<file path="src/rgc_pkg.sv">
package rgc_pkg;

   // ----------------------------------------------------------------
   // timing
   // ----------------------------------------------------------------
   localparam int CLK_NS = 100;                     // mclk period
   localparam int SAMPLE_NS = 100000;               // pin sampling period, 100 us
   localparam int SAMPLE_CYC = (SAMPLE_NS + CLK_NS - 1) / CLK_NS;
   localparam int STABLE_SAMPLES = 4;               // equal samples before a code counts

   // ----------------------------------------------------------------
   // filtered pin vector layout (value 0 = grounded)
   // ----------------------------------------------------------------
   localparam int P_OWN_REM = 0;
   localparam int P_OWN_SER = 1;
   localparam int P_RESET = 2;
   localparam int P_ROUTE = 3;
   localparam int P_GENLOCK = 4;
   localparam int P_VIR = 5;
   localparam int P_DAC = 6;
   localparam int P_F1 = 7;
   localparam int P_F2 = 8;
   localparam int P_FF = 9;                         // 4 bits
   localparam int P_LINE = 13;                      // 3 bits
   localparam int P_VIT = 16;                       // 4 bits
   localparam int PIN_W = 20;

   // ----------------------------------------------------------------
   // selections
   // ----------------------------------------------------------------
   typedef enum logic [1:0] {OWN_FRONT, OWN_REMOTE, OWN_SERIAL} owner_e;
   localparam logic [4:0] LINE_BASE = 5'h0E;        // code 000 is line 14
   localparam logic [3:0] FF_NOCHG = 4'h0;          // table value meaning hold
   localparam logic [3:0] FF_BARS = 4'h8;           // colour bars
   // shipped code-to-signal map, index 15 in the top nibble
   localparam logic [15:0][3:0] FF_FACTORY_MAP = 64'h0123_4567_809A_BCD0;

   // ----------------------------------------------------------------
   // register map (byte addresses) and fields
   // ----------------------------------------------------------------
   localparam logic [5:0] REG_STATUS = 6'h00;
   localparam logic [5:0] REG_DEFAULT = 6'h04;
   localparam logic [5:0] REG_TBL_IDX = 6'h08;
   localparam logic [5:0] REG_TBL_DATA = 6'h0C;
   localparam logic [5:0] REG_INSERT = 6'h10;
   localparam int ST_OWNER = 0;                     // 2 bits
   localparam int ST_BYPASS = 2;
   localparam int ST_GENLOCK = 3;
   localparam int ST_VIR = 4;
   localparam int ST_DAC = 5;
   localparam int ST_FF = 8;                        // 4 bits
   localparam int DF_FF = 0;                        // 4 bits
   localparam int DF_VIR = 4;
   localparam int IN_LINE = 0;                      // 5 bits
   localparam int IN_FIELD = 8;                     // 2 bits
   localparam int IN_SIG = 12;                      // 4 bits
   localparam logic [3:0] DFLT_FF_RST = FF_BARS;
   localparam logic DFLT_VIR_RST = 1'b0;

endpackage : rgc_pkg

</file>
<file path="src/pin_level_if.sv">
`timescale 1ns/10ps
// ----------------------------------------------------------------
// settled pin levels from the filter to the decoder
// ----------------------------------------------------------------
interface pin_level_if #(parameter int W = 20);
   logic [W-1:0] level;   // settled levels, 0 = grounded
   modport src (output level);
   modport dst (input level);
endinterface : pin_level_if

</file>
<file path="src/remote_ground_closure_control.sv">
// Register access over Avalon-MM and the register offsets are this design's own decisions.
`timescale 1ns/10ps
module remote_ground_closure_control
   import rgc_pkg::*;
#(
   parameter int STABLE = STABLE_SAMPLES
)
(
   input wire logic mclk,
   input wire logic rst,
   input wire logic [5:0] avs_address,
   input wire logic avs_read,
   input wire logic avs_write,
   input wire logic [31:0] avs_writedata,
   output logic [31:0] avs_readdata,
   output logic avs_waitrequest,
   input wire logic own_remote_n,
   input wire logic own_serial_n,
   input wire logic reset_req_n,
   input wire logic route_n,
   input wire logic genlock_n,
   input wire logic vir_mode_n,
   input wire logic dac_src_n,
   input wire logic field1_enter_n,
   input wire logic field2_enter_n,
   input wire logic [3:0] ff_code_n,
   input wire logic [2:0] line_code_n,
   input wire logic [3:0] vit_code_n,
   output logic [1:0] owner,
   output logic bypass_relay,
   output logic genlock_ref,
   output logic [3:0] ff_signal,
   output logic vertical_interval_reference_insert,
   output logic dac_src,
   output logic defaults_load,
   output logic vertical_interval_test_insert,
   output logic [4:0] insert_line,
   output logic [1:0] insert_field,
   output logic [3:0] insert_signal
);
   localparam int TW = $clog2(SAMPLE_CYC + 1);

   if (SAMPLE_CYC < 1) $error("sample period shorter than one clock");

   // ----------------------------------------------------------------
   // state
   // ----------------------------------------------------------------
   typedef struct packed {
      logic [TW-1:0] tcnt;     // sample divider
      logic tick;              // one-cycle sample enable
      logic [1:0] owner;       // current control owner
      logic bypass;            // relay closed
      logic genlock;           // 1 = reference burst input
      logic vir;               // reference insertion mode
      logic dac;               // converter data source
      logic [3:0] ff_sig;      // selected full-field signal
      logic [3:0] dflt_ff;     // saved default full-field signal
      logic dflt_vir;          // saved default reference mode
      logic [3:0] tbl_idx;     // map entry reached by the bus
      logic rst_prev;          // last settled reset line
      logic [1:0] ent_prev;    // last settled field enter lines
      logic ins_wr;            // nonvolatile write strobe
      logic [4:0] ins_line;
      logic [1:0] ins_field;
      logic [3:0] ins_sig;
      logic dload;             // defaults restored strobe
      logic wait_n;            // 0 while waitrequest is high
      logic [31:0] rdata;
   } top_s;

   top_s st_ff;
   top_s nxt_st;

   pin_level_if #(.W(PIN_W)) lv ();
   logic [PIN_W-1:0] pins;    // raw pins in filter order
   logic [3:0] map;           // map output for the settled code
   logic [3:0] tbl_rd;        // map entry at the bus index
   logic tbl_wr;              // bus write to the map
   logic req;                 // bus request present
   logic acc;                 // request completes this edge
   logic rst_evt;             // reset line just grounded
   logic [1:0] ent_evt;       // enter lines just grounded
   logic is_remote;           // remote port owns control
   logic [31:0] rd_mux;

   assign pins = {vit_code_n, line_code_n, ff_code_n, field2_enter_n, field1_enter_n, dac_src_n,
                  vir_mode_n, genlock_n, route_n, reset_req_n, own_serial_n, own_remote_n};

   // ----------------------------------------------------------------
   // pin conditioning and code map
   // ----------------------------------------------------------------
   pin_filter #(.W(PIN_W), .STABLE(STABLE)) u_filter (
      .mclk (mclk),
      .rst (rst),
      .tick (st_ff.tick),
      .pins (pins),
      .lv (lv.src)
   );

   ff_map_table u_map (
      .mclk (mclk),
      .rst (rst),
      .wr_en (tbl_wr),
      .wr_idx (st_ff.tbl_idx),
      .wr_data (avs_writedata[3:0]),
      .code (lv.level[P_FF +: 4]),
      .map (map)
   );

   ff_map_table u_map_rd (
      .mclk (mclk),
      .rst (rst),
      .wr_en (tbl_wr),
      .wr_idx (st_ff.tbl_idx),
      .wr_data (avs_writedata[3:0]),
      .code (st_ff.tbl_idx),
      .map (tbl_rd)
   );

   // ----------------------------------------------------------------
   // events and bus decode
   // ----------------------------------------------------------------
   // a grounded line means asserted
   assign rst_evt = st_ff.rst_prev && !lv.level[P_RESET];
   assign ent_evt = st_ff.ent_prev & ~lv.level[P_F2:P_F1];
   assign is_remote = (st_ff.owner == OWN_REMOTE);
   assign req = avs_read || avs_write;
   assign acc = req && st_ff.wait_n;
   assign tbl_wr = acc && avs_write && (avs_address == REG_TBL_DATA);

   // register read mux; unmapped offsets read zero
   always_comb
   begin
      rd_mux = 32'h0000_0000;
      if (avs_address == REG_STATUS)
      begin
         rd_mux[ST_OWNER +: 2] = st_ff.owner;
         rd_mux[ST_BYPASS] = st_ff.bypass;
         rd_mux[ST_GENLOCK] = st_ff.genlock;
         rd_mux[ST_VIR] = st_ff.vir;
         rd_mux[ST_DAC] = st_ff.dac;
         rd_mux[ST_FF +: 4] = st_ff.ff_sig;
      end
      else if (avs_address == REG_DEFAULT)
      begin
         rd_mux[DF_FF +: 4] = st_ff.dflt_ff;
         rd_mux[DF_VIR] = st_ff.dflt_vir;
      end
      else if (avs_address == REG_TBL_IDX)
      begin
         rd_mux[3:0] = st_ff.tbl_idx;
      end
      else if (avs_address == REG_TBL_DATA)
      begin
         rd_mux[3:0] = tbl_rd;
      end
      else if (avs_address == REG_INSERT)
      begin
         rd_mux[IN_LINE +: 5] = st_ff.ins_line;
         rd_mux[IN_FIELD +: 2] = st_ff.ins_field;
         rd_mux[IN_SIG +: 4] = st_ff.ins_sig;
      end
   end

   // ----------------------------------------------------------------
   // next state
   // ----------------------------------------------------------------
   always_comb
   begin
      nxt_st = st_ff;
      nxt_st.ins_wr = 1'b0;
      nxt_st.dload = 1'b0;
      // sample divider
      nxt_st.tick = 1'b0;
      if (st_ff.tcnt >= TW'(SAMPLE_CYC - 1))
      begin
         nxt_st.tcnt = '0;
         nxt_st.tick = 1'b1;
      end
      else
      begin
         nxt_st.tcnt = TW'(st_ff.tcnt + TW'(1));
      end
      // ownership follows the lines every cycle, nothing kept
      if (!lv.level[P_OWN_REM] && lv.level[P_OWN_SER])
      begin
         nxt_st.owner = OWN_REMOTE;
      end
      else if (lv.level[P_OWN_REM] && !lv.level[P_OWN_SER])
      begin
         nxt_st.owner = OWN_SERIAL;
      end
      else
      begin
         // both grounded is not defined; front panel is the safe owner
         nxt_st.owner = OWN_FRONT;
      end
      // these act whatever the owner
      nxt_st.genlock = !lv.level[P_GENLOCK];
      // locking to the reference burst also bypasses the program path
      nxt_st.bypass = !lv.level[P_ROUTE] || !lv.level[P_GENLOCK];
      nxt_st.dac = !lv.level[P_DAC];
      nxt_st.rst_prev = lv.level[P_RESET];
      nxt_st.ent_prev = lv.level[P_F2:P_F1];
      // remote-only selections
      if (is_remote)
      begin
         nxt_st.vir = !lv.level[P_VIR];
         if (map != FF_NOCHG)
         begin
            nxt_st.ff_sig = map;
         end
         if (ent_evt != 2'b00)
         begin
            // one strobe per enter; both grounded programs both fields
            nxt_st.ins_wr = 1'b1;
            nxt_st.ins_line = LINE_BASE + {2'b00, lv.level[P_LINE +: 3]};
            nxt_st.ins_field = ent_evt;
            nxt_st.ins_sig = lv.level[P_VIT +: 4];
         end
      end
      // reset request wins over a remote selection in the same cycle
      if (rst_evt)
      begin
         nxt_st.ff_sig = st_ff.dflt_ff;
         nxt_st.vir = st_ff.dflt_vir;
         nxt_st.dload = 1'b1;
      end
      // bus slave: one wait cycle, then complete
      nxt_st.wait_n = req && !st_ff.wait_n;
      if (req && !st_ff.wait_n && avs_read)
      begin
         nxt_st.rdata = rd_mux;
      end
      if (acc && avs_write)
      begin
         if (avs_address == REG_DEFAULT)
         begin
            nxt_st.dflt_ff = avs_writedata[DF_FF +: 4];
            nxt_st.dflt_vir = avs_writedata[DF_VIR];
         end
         else if (avs_address == REG_TBL_IDX)
         begin
            nxt_st.tbl_idx = avs_writedata[3:0];
         end
      end
   end

   // ----------------------------------------------------------------
   // state register
   // ----------------------------------------------------------------
   always_ff @(posedge mclk or posedge rst)
   begin
      if (rst)
      begin
         st_ff <= '{tcnt: '0, tick: 1'b0, owner: OWN_FRONT, bypass: 1'b0, genlock: 1'b0, vir: DFLT_VIR_RST,
                    dac: 1'b0, ff_sig: DFLT_FF_RST, dflt_ff: DFLT_FF_RST, dflt_vir: DFLT_VIR_RST,
                    tbl_idx: 4'h0, rst_prev: 1'b1, ent_prev: 2'b11, ins_wr: 1'b0, ins_line: LINE_BASE,
                    ins_field: 2'b00, ins_sig: 4'hF, dload: 1'b0, wait_n: 1'b0, rdata: 32'h0000_0000};
      end
      else
      begin
         st_ff <= nxt_st;
      end
   end

   // ----------------------------------------------------------------
   // outputs, all straight from the state register
   // ----------------------------------------------------------------
   assign avs_readdata = st_ff.rdata;
   assign avs_waitrequest = !st_ff.wait_n;
   assign owner = st_ff.owner;
   assign bypass_relay = st_ff.bypass;
   assign genlock_ref = st_ff.genlock;
   assign ff_signal = st_ff.ff_sig;
   assign vertical_interval_reference_insert = st_ff.vir;
   assign dac_src = st_ff.dac;
   assign defaults_load = st_ff.dload;
   assign vertical_interval_test_insert = st_ff.ins_wr;
   assign insert_line = st_ff.ins_line;
   assign insert_field = st_ff.ins_field;
   assign insert_signal = st_ff.ins_sig;

   // ----------------------------------------------------------------
   // checks
   // ----------------------------------------------------------------
   AST_BYPASS_ON_GROUND: assert property (@(posedge mclk) disable iff (rst)
      !lv.level[P_ROUTE] |=> bypass_relay) else $error("routing line grounded but relay open");
   AST_GENLOCK_REF: assert property (@(posedge mclk) disable iff (rst)
      !lv.level[P_GENLOCK] |=> genlock_ref && bypass_relay) else $error("reference genlock not taken");
   AST_OWNER_REMOTE: assert property (@(posedge mclk) disable iff (rst)
      (!lv.level[P_OWN_REM] && lv.level[P_OWN_SER]) |=> owner == OWN_REMOTE) else $error("remote not owner");
   AST_OWNER_FRONT: assert property (@(posedge mclk) disable iff (rst)
      (lv.level[P_OWN_REM] && lv.level[P_OWN_SER]) |=> owner == OWN_FRONT) else $error("front not owner");
   AST_FF_NEEDS_REMOTE: assert property (@(posedge mclk) disable iff (rst)
      (!is_remote && !rst_evt) |=> $stable(ff_signal)) else $error("full field changed without remote owner");
   AST_FF_BARS: assert property (@(posedge mclk) disable iff (rst)
      (is_remote && !rst_evt && lv.level[P_FF +: 4] == 4'h7 && map == FF_BARS) |=> ff_signal == FF_BARS)
      else $error("code 0111 did not select bars");
   AST_INSERT_LINE: assert property (@(posedge mclk) disable iff (rst)
      (is_remote && ent_evt != 2'b00) |=> vertical_interval_test_insert
      && insert_line == LINE_BASE + {2'b00, $past(lv.level[P_LINE +: 3])} && insert_line <= 5'h15)
      else $error("insertion line not code plus fourteen");
   AST_NV_ONLY_REMOTE: assert property (@(posedge mclk) disable iff (rst)
      vertical_interval_test_insert |-> $past(is_remote) ##1 !vertical_interval_test_insert)
      else $error("nonvolatile write without remote owner or held");
   AST_RESET_DEFAULTS: assert property (@(posedge mclk) disable iff (rst)
      rst_evt |=> defaults_load && ff_signal == $past(st_ff.dflt_ff)) else $error("defaults not restored");
   AST_BUS_ONE_WAIT: assert property (@(posedge mclk) disable iff (rst)
      (req && avs_waitrequest) |=> !avs_waitrequest ##1 avs_waitrequest) else $error("bus answer not one wait");

endmodule : remote_ground_closure_control

</file>
<file path="src/pin_filter.sv">
`timescale 1ns/10ps
module pin_filter
   import rgc_pkg::*;
#(
   parameter int W = PIN_W,
   parameter int STABLE = STABLE_SAMPLES
)
(
   input wire logic mclk,
   input wire logic rst,
   input wire logic tick,
   input wire logic [W-1:0] pins,
   pin_level_if.src lv
);
   localparam int CW = $clog2(STABLE + 1);

   if (STABLE < 1) $error("pin_filter needs at least one stable sample");

   typedef struct packed {
      logic [W-1:0] s1;     // first stage, read only by s2
      logic [W-1:0] s2;
      logic [W-1:0] s3;
      logic [W-1:0] cand;   // code being watched
      logic [CW-1:0] cnt;   // equal samples seen so far
      logic [W-1:0] level;  // accepted code
   } filt_s;

   filt_s st_ff;
   filt_s nxt_st;

   // ----------------------------------------------------------------
   // sample, then accept only a code that holds for STABLE+1 ticks
   // ----------------------------------------------------------------
   always_comb
   begin
      nxt_st = st_ff;
      nxt_st.s1 = pins;
      nxt_st.s2 = st_ff.s1;
      nxt_st.s3 = st_ff.s2;
      if (tick && (st_ff.s2 == st_ff.s3))
      begin
         // long cables slew slowly, so a code mid-change is not trusted
         if (st_ff.s3 != st_ff.cand)
         begin
            nxt_st.cand = st_ff.s3;
            nxt_st.cnt = CW'(1);
         end
         else if (st_ff.cnt >= CW'(STABLE))
         begin
            nxt_st.level = st_ff.cand;
         end
         else
         begin
            nxt_st.cnt = CW'(st_ff.cnt + CW'(1));
         end
      end
   end

   // open lines read high, so samples, candidate and level reset to all ones; the count resets to zero
   always_ff @(posedge mclk or posedge rst)
   begin
      if (rst)
      begin
         st_ff <= '{s1: '1, s2: '1, s3: '1, cand: '1, cnt: '0, level: '1};
      end
      else
      begin
         st_ff <= nxt_st;
      end
   end

   assign lv.level = st_ff.level;

   AST_LEVEL_ON_TICK: assert property (@(posedge mclk) disable iff (rst) !tick |=> $stable(st_ff.level))
      else $error("settled level moved without a sample tick");

endmodule : pin_filter

</file>
<file path="src/ff_map_table.sv">
`timescale 1ns/10ps
module ff_map_table
   import rgc_pkg::*;
(
   input wire logic mclk,
   input wire logic rst,
   input wire logic wr_en,
   input wire logic [3:0] wr_idx,
   input wire logic [3:0] wr_data,
   input wire logic [3:0] code,
   output logic [3:0] map
);
   typedef struct packed {
      logic [15:0][3:0] ent;   // signal number for each remote code
   } tbl_s;

   tbl_s st_ff;
   tbl_s nxt_st;

   // ----------------------------------------------------------------
   // rewritable code map, loaded with the shipped map at reset
   // ----------------------------------------------------------------
   always_comb
   begin
      nxt_st = st_ff;
      if (wr_en)
      begin
         nxt_st.ent[wr_idx] = wr_data;
      end
   end

   always_ff @(posedge mclk or posedge rst)
   begin
      if (rst)
      begin
         st_ff.ent <= FF_FACTORY_MAP;
      end
      else
      begin
         st_ff <= nxt_st;
      end
   end

   assign map = st_ff.ent[code];

endmodule : ff_map_table

</file>
<file path="config.mk">
export PLATFORM = sky130hd
export DESIGN_NAME = remote_ground_closure_control
export DESIGN_NICKNAME = d
export VERILOG_FILES = /design/src/rgc_pkg.sv /design/src/pin_level_if.sv /design/src/remote_ground_closure_control.sv /design/src/pin_filter.sv /design/src/ff_map_table.sv
export SDC_FILE = /design/constraint.sdc
export NUM_CORES = 1
export LEC_CHECK = 0
export BUFFER_PORTS_ARGS = -buffer_cell sky130_fd_sc_hd__buf_2
export CAP_MARGIN = 20
export CORE_MARGIN = 1.5
export CORE_UTILIZATION = 55
export DETAILED_ROUTE_END_ITERATION = 10
export PLACE_DENSITY = 0.75
export SLEW_MARGIN = 20
export SYNTH_ARGS = -nofsm -noshare
export SYNTH_HDL_FRONTEND = slang
export SYNTH_HIERARCHICAL = 1
export SYNTH_SLANG_ARGS = --single-unit
</file>
<file path="constraint.sdc">
create_clock -name mclk -period 3 [get_ports mclk]
set_input_delay 0.15 -clock mclk [delete_from_list [all_inputs] [get_ports mclk]]
set_output_delay 0.15 -clock mclk [all_outputs]
set_load 0.05 [all_outputs]
</file>
==> flow_summary_export.csv <==
group,metric,value,unit
floorplan,design.portCount,118,
worst_hold_path,min_path_cells,4,
global_route,grt_pass1_vias,7742,
timing,final.min_clock_period,2620,ps
timing,fin_setup_tns,0,ps
synth,synth_compound_area_frac,0.0263,
clock_tree,tritoncts.num_buffers,30,
setup_path,critPathLaunch,"u_filter/lv.level[9]$_DFFE_PP1P_",
setup_path,timing.critical_path.slowest_cell_delay,750,ps
power,swShare,0.220,
setup_path,start_kind,"register",
global_route,gr-usage-all-layers,0.218,
synth,syn_area_per_cell,14.1,sq um
cells_and_area,final_cell_mix,"171 x mux2_2, 161 x dfstp_2, 130 x dfrtp_1, 72 x buf_2, 45 x nand2_1",
setup_path,cp.arrival,3040,ps
timing,final.setup_skew,17.5,ps
timing,worst_slew_margin_rel,0.323,
synth,synth_top_family_by_area,"multiplexers",
place,routabilityCongestion,0.873,
floorplan,rows,56,
global_route,grt_max_degree,67,
floorplan,start_util,0.559,
timing,final.period_utilization,0.874,
clock_tree,tritoncts,"built",
place,port-buffer-count,72,
routing,drc,0,
power,p_int,6650,uW
synth,synth_simple_gate_area_share,0.0828,
clock_tree,postCtsSetupRepairBufs,0,
synth,post_synth_fa_ha_maj_area_fraction,0.00382,
timing,drv_slew,0,
synth,mappedNetlistArea,0.0131,sq mm
power,net-switching-power,1870,uW
synth,synth_cells,928,
setup_path,worst_path_max_delay_cell,"dfstp_4",
cells_and_area,final_util,0.629,
cells_and_area,final_net_count,1062,
setup_path,setup.reg_to_reg.worst_slack,380,ps
global_route,grt_antenna_before_repair,0,
cells_and_area,area_growth,12.4,%
place,hpwlAfterDp,17700,um
floorplan,fp.dieArea,0.0247,sq mm
routing,vias,7358,
synth,synthesis.yosys.warnings,6,
clock_tree,clkSlewWorstSetupHoldPaths,60,ps
synth,postSynthRegisterBits,292,
setup_path,cpLargestDelayFamily,"flip-flops",
cells_and_area,n_antenna_cell,0,
setup_path,timing.rr.start,"u_filter/lv.level[9]$_DFFE_PP1P_",
worst_hold_path,timing.hold.worst.class,"input pin to register",
routing,drtAntennaViolNets,0,
clock_tree,clock_tree.htree_level_count,1,
synth,share_of_the_yosys_chip_area_belonging_to_registers,0.574,
power,part_of_the_power_in_registers,0.484,
setup_path,rr_worst_depth,8,
worst_hold_path,holdCritStartpoint,"avs_address[5]",
floorplan,dieHeight,157,um
cells_and_area,most_common_cell_after_layout_fill_and_taps_aside,"mux2_2",
power,powerDensity,579,mW/mm^2
global_route,globalRouteOverflowTotal,0,
setup_path,critical_path_buf_inv_count,1,
floorplan,fp.coreArea,0.0234,sq mm
setup_path,setup.worst_path.class,"register to register",
timing,report.final.hold_viol_count,0,
routing,drt-vias-per-instance,5.50,
power,peakVddDrop,0.000629,V
routing,drt_first_pass_iters,4,
routing,wire_per_inst,19.4,um
synth,synth_xor_xnor_area_share,0.0308,
power,power.leakage,0.00657,uW
global_route,grt_pass1_wl,41700,um
setup_path,critical_path_peak_fanout,11,
synth,synth_top_flop_cell,"dfstp_2",
cells_and_area,fraction_of_layout_instances_using_a_drive_strength_above_1,0.533,
clock_tree,insertion_delay,560,ps
routing,finalWirelength,25900,um
timing,setup_viol,0,
routing,drt_first_iter_violations,355,
timing,rsz0062_at_grt,"false",
power,p_clk_frac,0.463,
floorplan,die_width,157,um
clock_tree,root_buffer,"clkbuf_16",
synth,edff_count_synth,0,
run_status,run_status,"finished, final reports clean",
timing,max_slew.worst_pin.slew,1010,ps
power,combinational_fraction_of_design_power,0.053,
setup_path,path_depth,8,
timing,max_freq,381,MHz
clock_tree,clock_path_buffers,3,
clock_tree,numClockSinks,292,
synth,synth.lib_cells_used.distinct,58,
synth,asyncSetResetFlopFracSynth,1.00,
synth,synth.area.mux_share,0.225,
power,total_power,8520,uW
cells_and_area,nFillCells,1788,
flow_run,cap_viol_max_count,0,
setup_path,worstPathRequired,3420,ps
setup_path,setup.worst_path.end_class,"register",
setup_path,timing.critical_path.cells,"buf_4, mux4_2, a22oi_1, nand3_1, nor4_1, o21ai_1, nor2_1, a21oi_1",
power groups by stage:
stage / Clock [uW] / Combinational (uW) / Sequential [uW]
floorplan: 0 / 330 / 4150
global placement: 0 / 423 / 4180
detailed placement: 0 / 430 / 4190
CTS: 4020 / 456 / 4120
global route: 4180 / 496 / 4130
finish: 3940 / 451 / 4120
final timing paths:
| path | end |
|---|---|
| min in group asynchronous | u_map/st_ff[27]$_DFFE_PP0P_ |
| max reg2reg | ff_signal[0]$_DFFE_PP0P_ |
| min reg2reg | u_filter/nxt_st[49]$_DFF_PP1_ |
| max | ff_signal[0]$_DFFE_PP0P_ |
| min | avs_readdata[2]$_DFFE_PP0P_ |
| max in group asynchronous | u_filter/nxt_st[77]$_DFF_PP1_ |
through the flow:
| stage | setup slack, ps | instances | cell area (sq um) | hold WS (ps) |
|---|---|---|---|---|
| floorplan | 312 | 945 | 13100 | 154 |
| global placement | 299 | 1259 | 13400 | 255 |
| detailed placement | 281 | 1259 | 13400 | 256 |
| CTS | 273 | 1338 | 14700 | 56.2 |
| global route | 73.5 | 1338 | 14700 | 103 |
| finish | 377 | 1338 | 14700 | 67.0 |
Yosys cell counts, types with 4 or more instances:
| library cell | n | area, sq um |
|---|---|---|
| mux4_2 | 32 | 721 |
| a22o_1 | 12 | 105 |
| dfstp_2 | 162 | 4260 |
| mux2i_1 | 10 | 100 |
| nor3_1 | 8 | 40.0 |
| nor4_1 | 4 | 25.0 |
| nor3b_1 | 5 | 37.5 |
| or3_1 | 5 | 31.3 |
| xnor2_1 | 23 | 201 |
| nor2_1 | 34 | 128 |
| inv_1 | 14 | 52.6 |
| o21ai_0 | 6 | 30.0 |
| xor2_1 | 23 | 201 |
| nand3_1 | 30 | 150 |
| nand2_1 | 45 | 169 |
| clkbuf_1 | 11 | 41.3 |
| a21oi_1 | 4 | 20.0 |
| dfrtp_1 | 130 | 3250 |
| nor2b_1 | 9 | 56.3 |
| a22oi_1 | 10 | 75.1 |
| nand3b_1 | 7 | 52.6 |
| buf_4 | 73 | 548 |
| nand2b_1 | 15 | 93.8 |
| mux2_2 | 171 | 1930 |
| mux2_4 | 13 | 195 |
| nand4_1 | 8 | 50.1 |
| buf_2 | 14 | 70.1 |
| o211ai_1 | 4 | 30.0 |
| ha_1 | 4 | 50.1 |
cell families (layout without fill, tap and decap cells):
group                      count (synthesis)  count (layout)
AOI/OAI and AO/OA                         47              47
adders and majority gates                  4               4
buffers and inverters                    116             190
other                                      1              18
DFF                                      292             292
muxes                                    226             226
xor gates and xnor gates                  46              46
and+or+nand+nor                          196             196
final cells by class:
type,instances,area [sq um],area share
clock buffers,43,870,0.0591
inverters,15,60.1,0.00408
clock inverters,12,201,0.0137
flip-flops and latches,292,7510,0.511
multi-input cells,537,4890,0.332
repair buffers,120,781,0.0531
well taps,319,399,0.0271
registers in the layout, summed over array words and instances, names as in the netlist, 2 cells and up:
name and cells:
insert_field 2, u_filter/nxt_st 40, insert_signal 4, u_filter/st_ff 43, u_map/st_ff 64, insert_line 5
avs_readdata 14, u_filter/lv.level 20, ff_signal 4, st_ff 24, u_map_rd/st_ff 64, owner 2
worst register-to-register path: stages (launching register included):
cell and delay [ps]:
dfstp_4 750, buf_4 210, mux4_2 520, a22oi_1 230, nand3_1 130, nor4_1 240
o21ai_1 210, nor2_1 160, a21oi_1 60
layer usage:
metal | up-vias | GRT usage | routed length (um)
met1 | 3789 | 0.291 | 11200
met5 | - | 0 | 0
met2 | 170 | 0.367 | 12800
met3 | 45 | 0.0344 | 1240
met4 | 0 | 0.0683 | 733
li1 | 3354 | - | -
timing repair:
action / in CTS / in global routing
endpoints found under the hold margin: 93 / 0
hold buffers: 24 / 0
setup endpoints to repair: 0 / 2
resized for setup: 0 / 1
Note: power is estimated with default switching activity, not from simulation.
